[config.mk]
export PLATFORM = sky130hd
export DESIGN_NAME = sequencer_interrupt_sources
export DESIGN_NICKNAME = d
export VERILOG_FILES = /design/src/seq_irq_pkg.sv /design/src/sequencer_interrupt_sources.sv
export SDC_FILE = /design/constraint.sdc
export NUM_CORES = 1
export LEC_CHECK = 0
export ABC_CLOCK_PERIOD_IN_PS = 2300
export BUFFER_PORTS_ARGS = -buffer_cell sky130_fd_sc_hd__buf_2
export CORE_MARGIN = 5
export CORE_UTILIZATION = 53
export DETAILED_ROUTE_END_ITERATION = 10
export GPL_ROUTABILITY_DRIVEN = 0
export PLACE_DENSITY = 0.86
export SYNTH_ARGS = -nofsm -noshare
export SYNTH_HDL_FRONTEND = slang
export SYNTH_SLANG_ARGS = --single-unit
[constraint.sdc]
create_clock -name i_clk -period 2.3 [get_ports i_clk]
set_input_delay 0.46 -clock i_clk [delete_from_list [all_inputs] [get_ports i_clk]]
set_output_delay 0.46 -clock i_clk [all_outputs]
set_load 0.02 [all_outputs]
[src/seq_irq_pkg.sv]
package seq_irq_pkg;
  // Register word addresses (byte address = word index * 4)
  localparam logic [3:0] ADDR_SECOND_MODE = 4'h0; // Second mode register: edge selects
  localparam logic [3:0] ADDR_FIRST_MODE = 4'h1; // First mode register: enable bits
  localparam logic [3:0] ADDR_LATCH = 4'h2; // Interrupt latch register
  localparam logic [3:0] ADDR_MASK = 4'h3; // Interrupt mask register
  localparam logic [3:0] ADDR_SERVICE = 4'h4; // Current vector / service state
  localparam logic [3:0] ADDR_RETURN = 4'h5; // Write: return from interrupt
  localparam logic [3:0] ADDR_PC_SP = 4'h6; // Program-counter stack pointer
  localparam logic [3:0] ADDR_STACK_STAT = 4'h7; // Stack flags, write-one-to-clear overflow
  localparam logic [3:0] ADDR_LOOP_SP = 4'h8; // Loop stack pointer
  localparam logic [3:0] ADDR_STAT_SP = 4'h9; // Status stack pointer
  // Priority positions in the 64-bit latch
  localparam int POS_STACK = 3;
  localparam int POS_EXT0 = 8;
  localparam int POS_SOFT0 = 38;
  localparam int NUM_EXT = 3;
  localparam int NUM_SOFT = 4;
  localparam int NUM_POS = 64;
  // Latency figures in core cycles
  localparam int MODE_WRITE_LAT = 2; // Mode enable takes effect two cycles after write
  localparam int BRANCH_CYCLES = 4; // Branch cycles after recognition
  // Field positions in the stack status word
  localparam int STAT_EMPTY_LSB = 0; // PC, loop, status empty flags: bits 2..0
  localparam int STAT_FULL_LSB = 4; // Full flags: bits 6..4
  localparam int STAT_OVF_LSB = 8; // Overflow flags: bits 10..8
  // Service states
  typedef enum logic [1:0] {SVC_IDLE, SVC_RECOG, SVC_BRANCH, SVC_ACTIVE} svc_type;
endpackage : seq_irq_pkg

[src/sequencer_interrupt_sources.sv]
// What this block does
// - Level mode: low sample registers a request
// - Still-low level line after return re-enters
// - Edge mode: high then low sample requests
// - Held-low edge line raises nothing more
// - Second mode bits 0-2 choose edge
// - Asynchronous request lines accepted, synchronised
// - External lines at positions 8 to 10
// - Latch holds four software interrupt bits
// - Software interrupts at positions 38 to 41
// - Recognised next cycle, four branch cycles
// - Software interrupts latch and mask normally
// - Any stack overflow raises position 3
// - Stack empty flags readable by software
// - Mask check, vector for highest unmasked
// - PC stack pointer write pushes or pops
// - Mode enable two cycles late, read lags
//
// The implementer's own choices: the Avalon-MM slave port and the register offsets.
`timescale 1ns/1ps
module sequencer_interrupt_sources #(
  parameter int STACK_DEPTH = 30, // PC stack entries
  parameter int LOOP_DEPTH = 6, // Loop stack entries
  parameter int STAT_DEPTH = 15 // Status stack entries
) (
  input wire logic i_clk,
  input wire logic i_srst,
  input wire logic [2:0] i_ext_request_lines_n, // Active-low request lines, asynchronous
  input wire logic i_loop_push, // Loop stack push from sequencer
  input wire logic i_loop_pop, // Loop stack pop from sequencer
  input wire logic i_stat_push, // Status stack push from sequencer
  input wire logic i_stat_pop, // Status stack pop from sequencer
  input wire logic [3:0] i_avs_address, // Word address
  input wire logic i_avs_read,
  input wire logic i_avs_write,
  input wire logic [31:0] i_avs_writedata,
  output logic [31:0] o_avs_readdata,
  output logic o_avs_waitrequest,
  output logic o_vector_valid, // Vector entered, service running
  output logic [5:0] o_vector_pos, // Position of serviced interrupt
  output logic [31:0] o_first_mode // Effective first mode register
);
  // Sampling enable: half the core rate
  logic half_en_r;
  // Synchroniser stages and previous sample
  logic [2:0] sync1_r, sync2_r, prev_r;
  // Registers
  logic [2:0] edge_sel_r; // Second mode edge selects
  logic [31:0] first_mode_register_wr_r, first_mode_register_d1_r, first_mode_register_eff_r;
  logic [63:0] latch_r, mask_r;
  logic [63:0] latch_nxt;
  logic [5:0] pc_sp_r, loop_sp_r, stat_sp_r;
  logic [2:0] ovf_r;
  // Service sequencer
  seq_irq_pkg::svc_type svc_r;
  logic [2:0] br_cnt_r;
  logic [5:0] pos_r;
  logic vec_valid_r; // Service running, kept in a flop so the output has no decode glitch
  // Bus handshake: one wait cycle then answer
  logic ack_r;
  logic waitreq_r; // Registered wait, low only in the answer cycle
  logic [31:0] rdata_r;

  // Returns index of lowest set bit
  function automatic logic [5:0] lowest_set(input logic [63:0] v);
    lowest_set = 6'h00;
    for (int i = seq_irq_pkg::NUM_POS - 1; i >= 0; i--)
    begin
      if (v[i])
        lowest_set = 6'(i);
    end
  endfunction : lowest_set

  // Bus decode
  wire logic req = (i_avs_read | i_avs_write) & ~ack_r;
  wire logic wr_go = i_avs_write & ack_r;
  wire logic wr_second_mode_register = wr_go && i_avs_address == seq_irq_pkg::ADDR_SECOND_MODE;
  wire logic wr_first_mode_register = wr_go && i_avs_address == seq_irq_pkg::ADDR_FIRST_MODE;
  wire logic wr_latch = wr_go && i_avs_address == seq_irq_pkg::ADDR_LATCH;
  wire logic wr_mask = wr_go && i_avs_address == seq_irq_pkg::ADDR_MASK;
  wire logic wr_ret = wr_go && i_avs_address == seq_irq_pkg::ADDR_RETURN;
  wire logic wr_pcsp = wr_go && i_avs_address == seq_irq_pkg::ADDR_PC_SP;
  wire logic wr_stat = wr_go && i_avs_address == seq_irq_pkg::ADDR_STACK_STAT;

  // Detection on synchronised samples
  wire logic [2:0] level_hit = ~sync2_r & ~edge_sel_r;
  wire logic [2:0] edge_hit = prev_r & ~sync2_r & edge_sel_r;
  wire logic [2:0] ext_hit = half_en_r ? (level_hit | edge_hit) : 3'h0;

  // Stack flags
  wire logic [2:0] empty_f = {stat_sp_r == 6'h00, loop_sp_r == 6'h00, pc_sp_r == 6'h00};
  wire logic [2:0] full_f = {stat_sp_r == 6'(STAT_DEPTH), loop_sp_r == 6'(LOOP_DEPTH),
                             pc_sp_r == 6'(STACK_DEPTH)};
  wire logic pc_push = wr_pcsp && i_avs_writedata[5:0] > pc_sp_r;
  wire logic [2:0] ovf_ev = {i_stat_push & full_f[2], i_loop_push & full_f[1], pc_push & full_f[0]};

  // Highest-priority unmasked pending request
  wire logic [63:0] pending = latch_r & mask_r;
  wire logic [5:0] win_pos = lowest_set(pending);

  // Stored service state word
  wire logic [31:0] svc_word = {22'h0, 2'(svc_r), 2'h0, pos_r};
  wire logic [31:0] stat_word = {21'h0, ovf_r, 1'b0, full_f, 1'b0, empty_f};

  // Half-rate sample enable
  always_ff @(posedge i_clk)
  begin
    if (i_srst)
      half_en_r <= 1'b0;
    else
      half_en_r <= ~half_en_r;
  end

  // Two-stage synchroniser then previous sample for edges
  always_ff @(posedge i_clk)
  begin
    if (i_srst)
    begin
      sync1_r <= 3'h7;
      sync2_r <= 3'h7;
      prev_r <= 3'h7;
    end
    else if (half_en_r)
    begin
      sync1_r <= i_ext_request_lines_n;
      sync2_r <= sync1_r;
      prev_r <= sync2_r;
    end
  end

  // Mode registers; first mode delayed so new enables act two cycles later
  always_ff @(posedge i_clk)
  begin
    if (i_srst)
    begin
      edge_sel_r <= 3'h0;
      first_mode_register_wr_r <= 32'h00000000;
      first_mode_register_d1_r <= 32'h00000000;
      first_mode_register_eff_r <= 32'h00000000;
    end
    else
    begin
      if (wr_second_mode_register)
        edge_sel_r <= i_avs_writedata[2:0];
      if (wr_first_mode_register)
        first_mode_register_wr_r <= i_avs_writedata;
      first_mode_register_d1_r <= first_mode_register_wr_r;
      first_mode_register_eff_r <= first_mode_register_d1_r;
    end
  end

  // Latch: software write, events set; events win over the clear on entry
  always_comb
  begin
    latch_nxt = latch_r;
    if (wr_latch)
      latch_nxt = i_avs_writedata[31:0] == 32'h0 ? {latch_r[63:32], 32'h0} : latch_r;
    if (svc_r == seq_irq_pkg::SVC_RECOG)
      latch_nxt[pos_r] = 1'b0;
    latch_nxt[seq_irq_pkg::POS_EXT0 +: seq_irq_pkg::NUM_EXT] =
      latch_nxt[seq_irq_pkg::POS_EXT0 +: seq_irq_pkg::NUM_EXT] | ext_hit;
    if (|ovf_ev)
      latch_nxt[seq_irq_pkg::POS_STACK] = 1'b1;
  end

  // Latch and mask registers; latch write sets software bits 38 to 41 from data bits 3..0
  always_ff @(posedge i_clk)
  begin
    if (i_srst)
    begin
      latch_r <= 64'h0;
      mask_r <= 64'h0;
    end
    else
    begin
      latch_r <= latch_nxt;
      if (wr_latch)
        latch_r[seq_irq_pkg::POS_SOFT0 +: seq_irq_pkg::NUM_SOFT] <=
          latch_nxt[seq_irq_pkg::POS_SOFT0 +: seq_irq_pkg::NUM_SOFT] | i_avs_writedata[3:0];
      if (wr_mask)
        mask_r <= {i_avs_writedata, i_avs_writedata};
    end
  end

  // Service sequencer: recognise, branch four cycles, run until return
  always_ff @(posedge i_clk)
  begin
    if (i_srst)
    begin
      svc_r <= seq_irq_pkg::SVC_IDLE;
      br_cnt_r <= 3'h0;
      pos_r <= 6'h00;
      vec_valid_r <= 1'b0;
    end
    else
    begin
      case (svc_r)
        seq_irq_pkg::SVC_IDLE:
        begin
          if (|pending)
          begin
            svc_r <= seq_irq_pkg::SVC_RECOG;
            pos_r <= win_pos;
          end
        end
        seq_irq_pkg::SVC_RECOG:
        begin
          svc_r <= seq_irq_pkg::SVC_BRANCH;
          br_cnt_r <= 3'(seq_irq_pkg::BRANCH_CYCLES - 1);
        end
        seq_irq_pkg::SVC_BRANCH:
        begin
          if (br_cnt_r == 3'h0)
          begin
            svc_r <= seq_irq_pkg::SVC_ACTIVE;
            vec_valid_r <= 1'b1;
          end
          else
            br_cnt_r <= br_cnt_r - 3'h1;
        end
        seq_irq_pkg::SVC_ACTIVE:
        begin
          if (wr_ret)
          begin
            svc_r <= seq_irq_pkg::SVC_IDLE;
            vec_valid_r <= 1'b0;
          end
        end
        default:
          svc_r <= seq_irq_pkg::SVC_IDLE;
      endcase
    end
  end

  // Stack pointers and sticky overflow flags
  always_ff @(posedge i_clk)
  begin
    if (i_srst)
    begin
      pc_sp_r <= 6'h00;
      loop_sp_r <= 6'h00;
      stat_sp_r <= 6'h00;
      ovf_r <= 3'h0;
    end
    else
    begin
      if (wr_pcsp && !(pc_push && full_f[0]))
        pc_sp_r <= i_avs_writedata[5:0];
      if (i_loop_push && !full_f[1])
        loop_sp_r <= loop_sp_r + 6'h01;
      else if (i_loop_pop && !empty_f[1])
        loop_sp_r <= loop_sp_r - 6'h01;
      if (i_stat_push && !full_f[2])
        stat_sp_r <= stat_sp_r + 6'h01;
      else if (i_stat_pop && !empty_f[2])
        stat_sp_r <= stat_sp_r - 6'h01;
      // Set wins over write-one-to-clear
      ovf_r <= (ovf_r & ~(wr_stat ? i_avs_writedata[seq_irq_pkg::STAT_OVF_LSB +: 3] : 3'h0)) | ovf_ev;
    end
  end

  // Read mux
  logic [31:0] rmux;
  always_comb
  begin
    case (i_avs_address)
      seq_irq_pkg::ADDR_SECOND_MODE: rmux = {29'h0, edge_sel_r};
      seq_irq_pkg::ADDR_FIRST_MODE: rmux = first_mode_register_d1_r;
      seq_irq_pkg::ADDR_LATCH: rmux = latch_r[31:0] | {latch_r[63:32] != 32'h0, 31'h0};
      seq_irq_pkg::ADDR_MASK: rmux = mask_r[31:0];
      seq_irq_pkg::ADDR_SERVICE: rmux = svc_word;
      seq_irq_pkg::ADDR_PC_SP: rmux = {26'h0, pc_sp_r};
      seq_irq_pkg::ADDR_STACK_STAT: rmux = stat_word;
      seq_irq_pkg::ADDR_LOOP_SP: rmux = {26'h0, loop_sp_r};
      seq_irq_pkg::ADDR_STAT_SP: rmux = {26'h0, stat_sp_r};
      default: rmux = 32'h00000000;
    endcase
  end

  // Bus answer: waitrequest low one cycle after request
  always_ff @(posedge i_clk)
  begin
    if (i_srst)
    begin
      ack_r <= 1'b0;
      waitreq_r <= 1'b1;
      rdata_r <= 32'h0;
    end
    else
    begin
      ack_r <= req;
      waitreq_r <= ~req; // Mirrors the acknowledge, inverted
      if (req && i_avs_read)
        rdata_r <= rmux;
    end
  end

  // Outputs
  assign o_avs_waitrequest = waitreq_r;
  assign o_avs_readdata = rdata_r;
  assign o_vector_valid = vec_valid_r;
  assign o_vector_pos = pos_r;
  assign o_first_mode = first_mode_register_eff_r;

  // Assertions
  chk_edge_needs_high: assert property (@(posedge i_clk) disable iff (i_srst)
    (half_en_r && edge_sel_r[1] && !prev_r[1]) |=> !latch_r[seq_irq_pkg::POS_EXT0 + 1] ||
      $past(latch_r[seq_irq_pkg::POS_EXT0 + 1])) else $error("edge request without high sample");
  chk_level_latch: assert property (@(posedge i_clk) disable iff (i_srst)
    (half_en_r && !edge_sel_r[0] && !sync2_r[0]) |=> latch_r[seq_irq_pkg::POS_EXT0])
    else $error("level request not latched");
  chk_branch_four: assert property (@(posedge i_clk) disable iff (i_srst)
    (svc_r == seq_irq_pkg::SVC_RECOG) |=> (svc_r == seq_irq_pkg::SVC_BRANCH) [*4] ##1
      (svc_r == seq_irq_pkg::SVC_ACTIVE)) else $error("branch not four cycles");
  chk_recog_next: assert property (@(posedge i_clk) disable iff (i_srst)
    (svc_r == seq_irq_pkg::SVC_IDLE && |pending) |=> svc_r == seq_irq_pkg::SVC_RECOG)
    else $error("recognition late");
  chk_lowest_first: assert property (@(posedge i_clk) disable iff (i_srst)
    (svc_r == seq_irq_pkg::SVC_IDLE && |pending) |=> pos_r == $past(win_pos))
    else $error("wrong priority chosen");
  chk_mode_lat: assert property (@(posedge i_clk) disable iff (i_srst)
    wr_first_mode_register |-> ##3 o_first_mode == $past(i_avs_writedata, 3)) else $error("mode latency wrong");
  chk_overflow_irq: assert property (@(posedge i_clk) disable iff (i_srst)
    (|ovf_ev) |=> latch_r[seq_irq_pkg::POS_STACK] && ovf_r != 3'h0) else $error("overflow lost");
  chk_entry_clears: assert property (@(posedge i_clk) disable iff (i_srst)
    (svc_r == seq_irq_pkg::SVC_RECOG && pos_r == 6'(seq_irq_pkg::POS_SOFT0)) |=>
      !latch_r[seq_irq_pkg::POS_SOFT0]) else $error("latch not cleared on entry");
endmodule : sequencer_interrupt_sources

# [Word-level counts from Yosys, hierarchy flattened]
# Index checks and enable logic that the tools add are counted.
[totals] register_bits=304 latch_bits=0 ram_bits=0 mem_bits_ro=0 input_bits=47 out_inout_bits=72 n_memories=0
[op_classes] n_addsub=5 multipliers=0 n_div=0 magnitude_cmp=3 n_eq_ne=19 shifts=0 n_mux=87 n_bitwise=24 n_reduce_logical=39
[op_table] op="two-way mux 6 bit" count=68
[op_table] op="case mux 32 bit (9 select lines)" count=1
[op_table] op="bitwise AND 64 bit" count=2
[op_table] op="two-way mux 32 bit" count=2
[op_table] op="two-way mux 64 bit" count=1
[op_table] op="NOT 64 bit" count=1
[op_table] op="OR reduction 64 bit" count=1
[op_table] op="zero test 32 bit" count=1
[op_table] op="bitwise OR 32 bit" count=1
[op_table] op="nonzero test 32 bit" count=1
[op_table] op="zero test 6 bit" count=3
[op_table] op="== test 4 x 3 -> 1 bit, second input constant" count=4
[op_table] op="logical AND 1 bit" count=16
[op_table] op="adder 6 x 1 -> 6 bit, second input constant" count=2
[op_table] op="bitwise AND 3 bit" count=4
[op_table] op="subtractor 6 x 1 -> 6 bit, second input constant" count=2
[op_table] op="two-way mux 3 bit" count=3
[op_table] op="NOT 3 bit" count=3
[op_table] op="bitwise OR 3 bit" count=3
[op_table] op="== test 4 x 2 -> 1 bit, second input constant" count=2
[op_table] op="== test 4 bit, second input constant" count=2
[op_table] op="!= test 2 bit, second input constant" count=4
[op_table] op="case mux 2 bit (4 select lines)" count=1
[op_table] op="nonzero test 2 bit" count=4
[op_table] op="27 further kinds" count=45

# [Logic depth before layout (Yosys ltp)]
[depth] ltp_word=65 depth_mapped=11 ltp_nobuf=11

# [Worst setup path after synthesis]
# OpenSTA, ideal clock, no wires.
[synth_timing] path_kind="register -> register" start="register loop_sp_r[0]" end="register loop_sp_r[5]" t_arrival_ns=2.381 t_required_ns=2.172 setup_slack_ns=-0.209 stages_incl_launch_ff=12 cell_sequence="dfxtp_1 -> nor4_1 -> and3_1 -> nand2b_1 -> ha_1 -> a21o_1 -> a21oi_1 -> o21bai_1 -> a21oi_1 -> mux2i_1 -> xnor2_1 -> nor2_1"
[synth_via] elab_chain_cells=4 elab_cells_between_ends=11 classes_between="add/sub: 2; eq/ne: 1; mux: 2; reduce/logical: 6"
[synth_lines] item="start: declaration" line="sequencer_interrupt_sources.sv:52" text="logic [5:0] pc_sp_r, loop_sp_r, stat_sp_r;"
[synth_lines] item="start signal: assignment" line="sequencer_interrupt_sources.sv:250" text="loop_sp_r <= loop_sp_r + 6'h01;"
[synth_lines] item="start signal: assignment" line="sequencer_interrupt_sources.sv:252" text="loop_sp_r <= loop_sp_r - 6'h01;"
[synth_lines] item="parallel branches: the longest is 4 deep, another holds subtractor 6 x 1 -> 6 bit"
# Parallel ways; which one is timed is not known. The select of a mux whose other input is x is not followed.
# A chain may end at the register's enable or synchronous reset.

# [Final worst setup path]
# Ends and elaborated chain as after synthesis.

==> results.yml <==
floorplan:
  die-area_mm2: 0.0252
  initial_core_util: 0.538
  io_pins: 119
  die-height_um: 159
  row_count: 54
  die_w_um: 159
  core_area_mm2: 0.0218
logic_synthesis:
  synth_cell_types: 70
  postSynthAreaPerCell_um2: 8.50
  synth_seq_cells: 272
  syn_nets: 1450
  syn_area_mm2: 0.0117
  ys_seq_area_frac: 0.464
  synth_enable_flop_cells: 0
  synthCells: 1381
  yosysWarningCount: 0
  synthFlopType: "dfxtp_1"
  synthArstFlopShare: 0
sta:
  whs_ns: 0.156
  tns_ns: 0
  setup_viol: 0
  max_freq_mhz: 443
  slew_headroom: 0.537
  finalWorstSetupSlack_ns: 0.0403
  hold_viol: 0
  fin_crit_sh: 0.982
  grt_setup_unrepaired: "true"
  period_minus_slack_ns: 2.26
  slew_viol_final: 0
  skew_ns: 0.0133
  tightest_slew_ns: 0.688
critical_path:
  cp-start-kind: "flip-flop"
  max_stage_delay_ns: 0.34
  cp_top_family: "simple AND/OR/NAND/NOR gates"
  crit_type: "reg -> reg"
  r2r_slack_ns: 0.04
  crit_chain: "nor4_4 > and3_4 > nand2b_4 > buf_4 > ha_4 > a21oi_2 > o21bai_1 > a21oi_1 > mux2i_1 > xnor2_1 > nor2_1"
  worstReg2RegStart: "loop_sp_r[0]"
  endpoint_kind: "flip-flop"
  critPathMaxFanout: 4
  r2r-end: "loop_sp_r[5]"
  crit_start: "loop_sp_r[0]"
  crit_slowest_cell: "dfxtp_2"
  reg2regPathDepth: 11
  worst_ep_arrival_time_ns: 2.68
  timing.critical_path.buf_inv: 1
  required_ns: 2.72
routing:
  first_pass_iters: 8
  drt-initial-drc-count: 1256
  via_count: 11400
  viasPerCell: 6.25
  drcViolationCount: 0
  routed_wl_mm: 35.6
  wire_per_inst_um: 19.6
  ant_nets: 0
grt:
  use_met3: 0.0560
  busiest_layer: "met2"
  antenna_found_initial: 0
  grt_start_max_net_pins: 73
  grt_pass1_wl_mm: 55.7
  grt_overflow: 0
  use_met2: 0.427
  grt.met1_usage: 0.320
  track_usage: 0.262
  grt_pass1_vias: 10800
clock_network:
  numClockSinks: 272
  cts_tree: "done"
  cts_buffers: 27
  cts_hold_buf: 0
  cts_max_level: 1
  clock-root-buffer: "clkbuf_16"
  clkTransAtPathRegs_ns: 0.06
  insertion_delay_ns: 0.53
  cts_max_path_buffers: 3
run_status:
  status: "complete, no violations"
placed_design:
  placed_area_mm2: 0.0129
  dp_slack_ns: -0.0484
  port_buffers: 118
  dp_hpwl_mm: 25.1
power_and_ir_drop:
  ir_drop_mv: 0.688
  p_leak_uw: 0.00570
  p_per_area_mw_per_mm2: 789
cells_and_area:
  drive_above_1_share: 0.183
  fin_nets: 1590
  n_antenna_cell: 0
  area_delta_synth_final_pct: 18.9
  design_area_mm2: 0.0140
hold_path:
  hold_depth: 3
  worstHoldPathType: "in -> reg"
  hold_end: "sync1_r[0]"
  holdCritStartpoint: "i_ext_request_lines_n[0]"
flow_run:
  cap_viol_max_count: 0
-- cell usage after synthesis, drive strengths merged (3+ instances only) --
library cell	count	share of area
a221oi	9	0.0073
a32oi	7	0.0052
o211a	20	0.017
xnor2	10	0.0075
o211ai	5	0.0032
nand3b	4	0.0026
a32o	4	0.0034
and2	8	0.0043
o21bai	3	0.0019
ha	20	0.021
a222oi	10	0.0085
a21o	8	0.0051
nand3	31	0.014
nor2b	73	0.039
mux2i	21	0.018
a22oi	65	0.048
clkbuf	61	0.020
nor3	15	0.0082
nand2	243	0.078
a31oi	9	0.0048
a22o	3	0.0022
buf	16	0.0075
a21oi	169	0.072
dfxtp	272	0.46
or3	6	0.0032
nand2b	10	0.0060
and3	3	0.0016
nor4	24	0.015
mux2	3	0.0029
nand4	18	0.011
a41oi	3	0.0022
o21ai	55	0.023
nor2	115	0.037
a211oi	7	0.0049
inv	25	0.0080
-- worst max-delay path by stage --
stage	end	slack, ns	cells after the start
floorplan	loop_sp_r[5]	0.02	11
global placement	loop_sp_r[5]	0.02	11
detailed placement	loop_sp_r[5]	-0.05	11
CTS	loop_sp_r[5]	0.02	11
global route	loop_sp_r[5]	-0.15	11
finish	loop_sp_r[5]	0.04	11
-- worst reg2reg max path: cells and delay by family, from the launching register on --
family                     cells  cell delay, ns
muxes                          1            0.23
and+or+nand+nor                4            0.68
AOI/OAI and AO/OA              3            0.41
xor gates and xnor gates       1            0.14
adders and majority gates      1            0.20
DFF                            1            0.34
buffers and inverters          1            0.15
-- cells by family after synthesis --
kind of cell,count (synthesis),synth area share
adders and majority gates,22,0.0247
and+or+nand+nor,558,0.227
xor gates and xnor gates,10,0.00746
buffers and inverters,102,0.0350
AOI/OAI and AO/OA,393,0.221
muxes,24,0.0208
DFF,272,0.464
-- layout by cell type (no fill, tap or decap), types with 4 or more instances in the layout --
cell / netlist / layout
dfxtp_1: 272 / 266
nand2_1: 242 / 242
a21oi_1: 169 / 165
buf_2: 10 / 117
nor2_1: 115 / 115
nor2b_1: 73 / 73
buf_4: 0 / 67
a22oi_1: 54 / 54
o21ai_0: 53 / 53
nand3_1: 30 / 30
clkbuf_16: 0 / 27
inv_1: 25 / 25
mux2i_1: 21 / 21
o211a_1: 20 / 20
nor4_1: 21 / 20
ha_1: 20 / 16
nand4_1: 15 / 15
nor3_1: 12 / 10
xnor2_1: 10 / 10
a222oi_1: 10 / 10
a31oi_1: 9 / 9
a22oi_2: 9 / 9
and2_1: 8 / 8
a21o_1: 8 / 8
a221oi_1: 8 / 8
nand2b_1: 9 / 7
a32oi_1: 7 / 7
clkinv_2: 0 / 7
or3_1: 6 / 6
a211oi_1: 6 / 6
dfxtp_2: 0 / 6
o211ai_1: 5 / 5
nor4_4: 1 / 4
a21oi_2: 0 / 4
a32o_1: 4 / 4
nand3b_1: 4 / 4
ha_4: 0 / 4
clkbuf_8: 0 / 4
-- through the flow --
stage / total power (uW) / util / instances
2_1_floorplan: 5990 / - / 1381
3_3_place_gp: 6490 / 0.593 / 1766
3_5_place_dp: 6550 / 0.593 / 1766
4_1_cts: 10900 / 0.636 / 1814
5_1_grt: 11400 / 0.639 / 1817
6_report: 11000 / 0.639 / 1817
-- per-layer routing --
metal  vias to the layer above  wire, um
li1                       5179         -
met1                      5271     13100
met2                       700     16600
met3                       206      3610
met4                         0      2310
met5                         -         0
-- power breakdown --
| group | leakage, uW | internal [uW] | switching, uW | total [uW] |
|---|---|---|---|---|
| combinational | 0.00307 | 736 | 899 | 1630 |
| clock | 0.000439 | 2600 | 1800 | 4400 |
| sequential | 0.00220 | 4860 | 117 | 4980 |
| total | 0.00570 | 8190 | 2820 | 11000 |
-- state kept, by name, summed over array words and instances, names as in the netlist, 32 cells and up --
name,count
latch_r,64
first_mode_register_d1_r,32
first_mode_register_wr_r,32
mask_r,32
o_avs_readdata,32
o_first_mode,32
-- what timing repair did --
item	in CTS	in global routing
setup buffers	3	3
endpoints found under the setup margin	2	5
resized for setup	3	12
pin swaps	7	9
-- cell type report --
cell class,instances,area (um^2)
Fill cell,1712,7870
Multi-Input combinational cell,1007,6020
Sequential cell,272,5450
Timing Repair Buffer,188,1160
Clock buffer,34,742
Tap cell,280,350
Clock inverter,11,134
Inverter,25,93.8
Power figures use the tool's default switching activity.
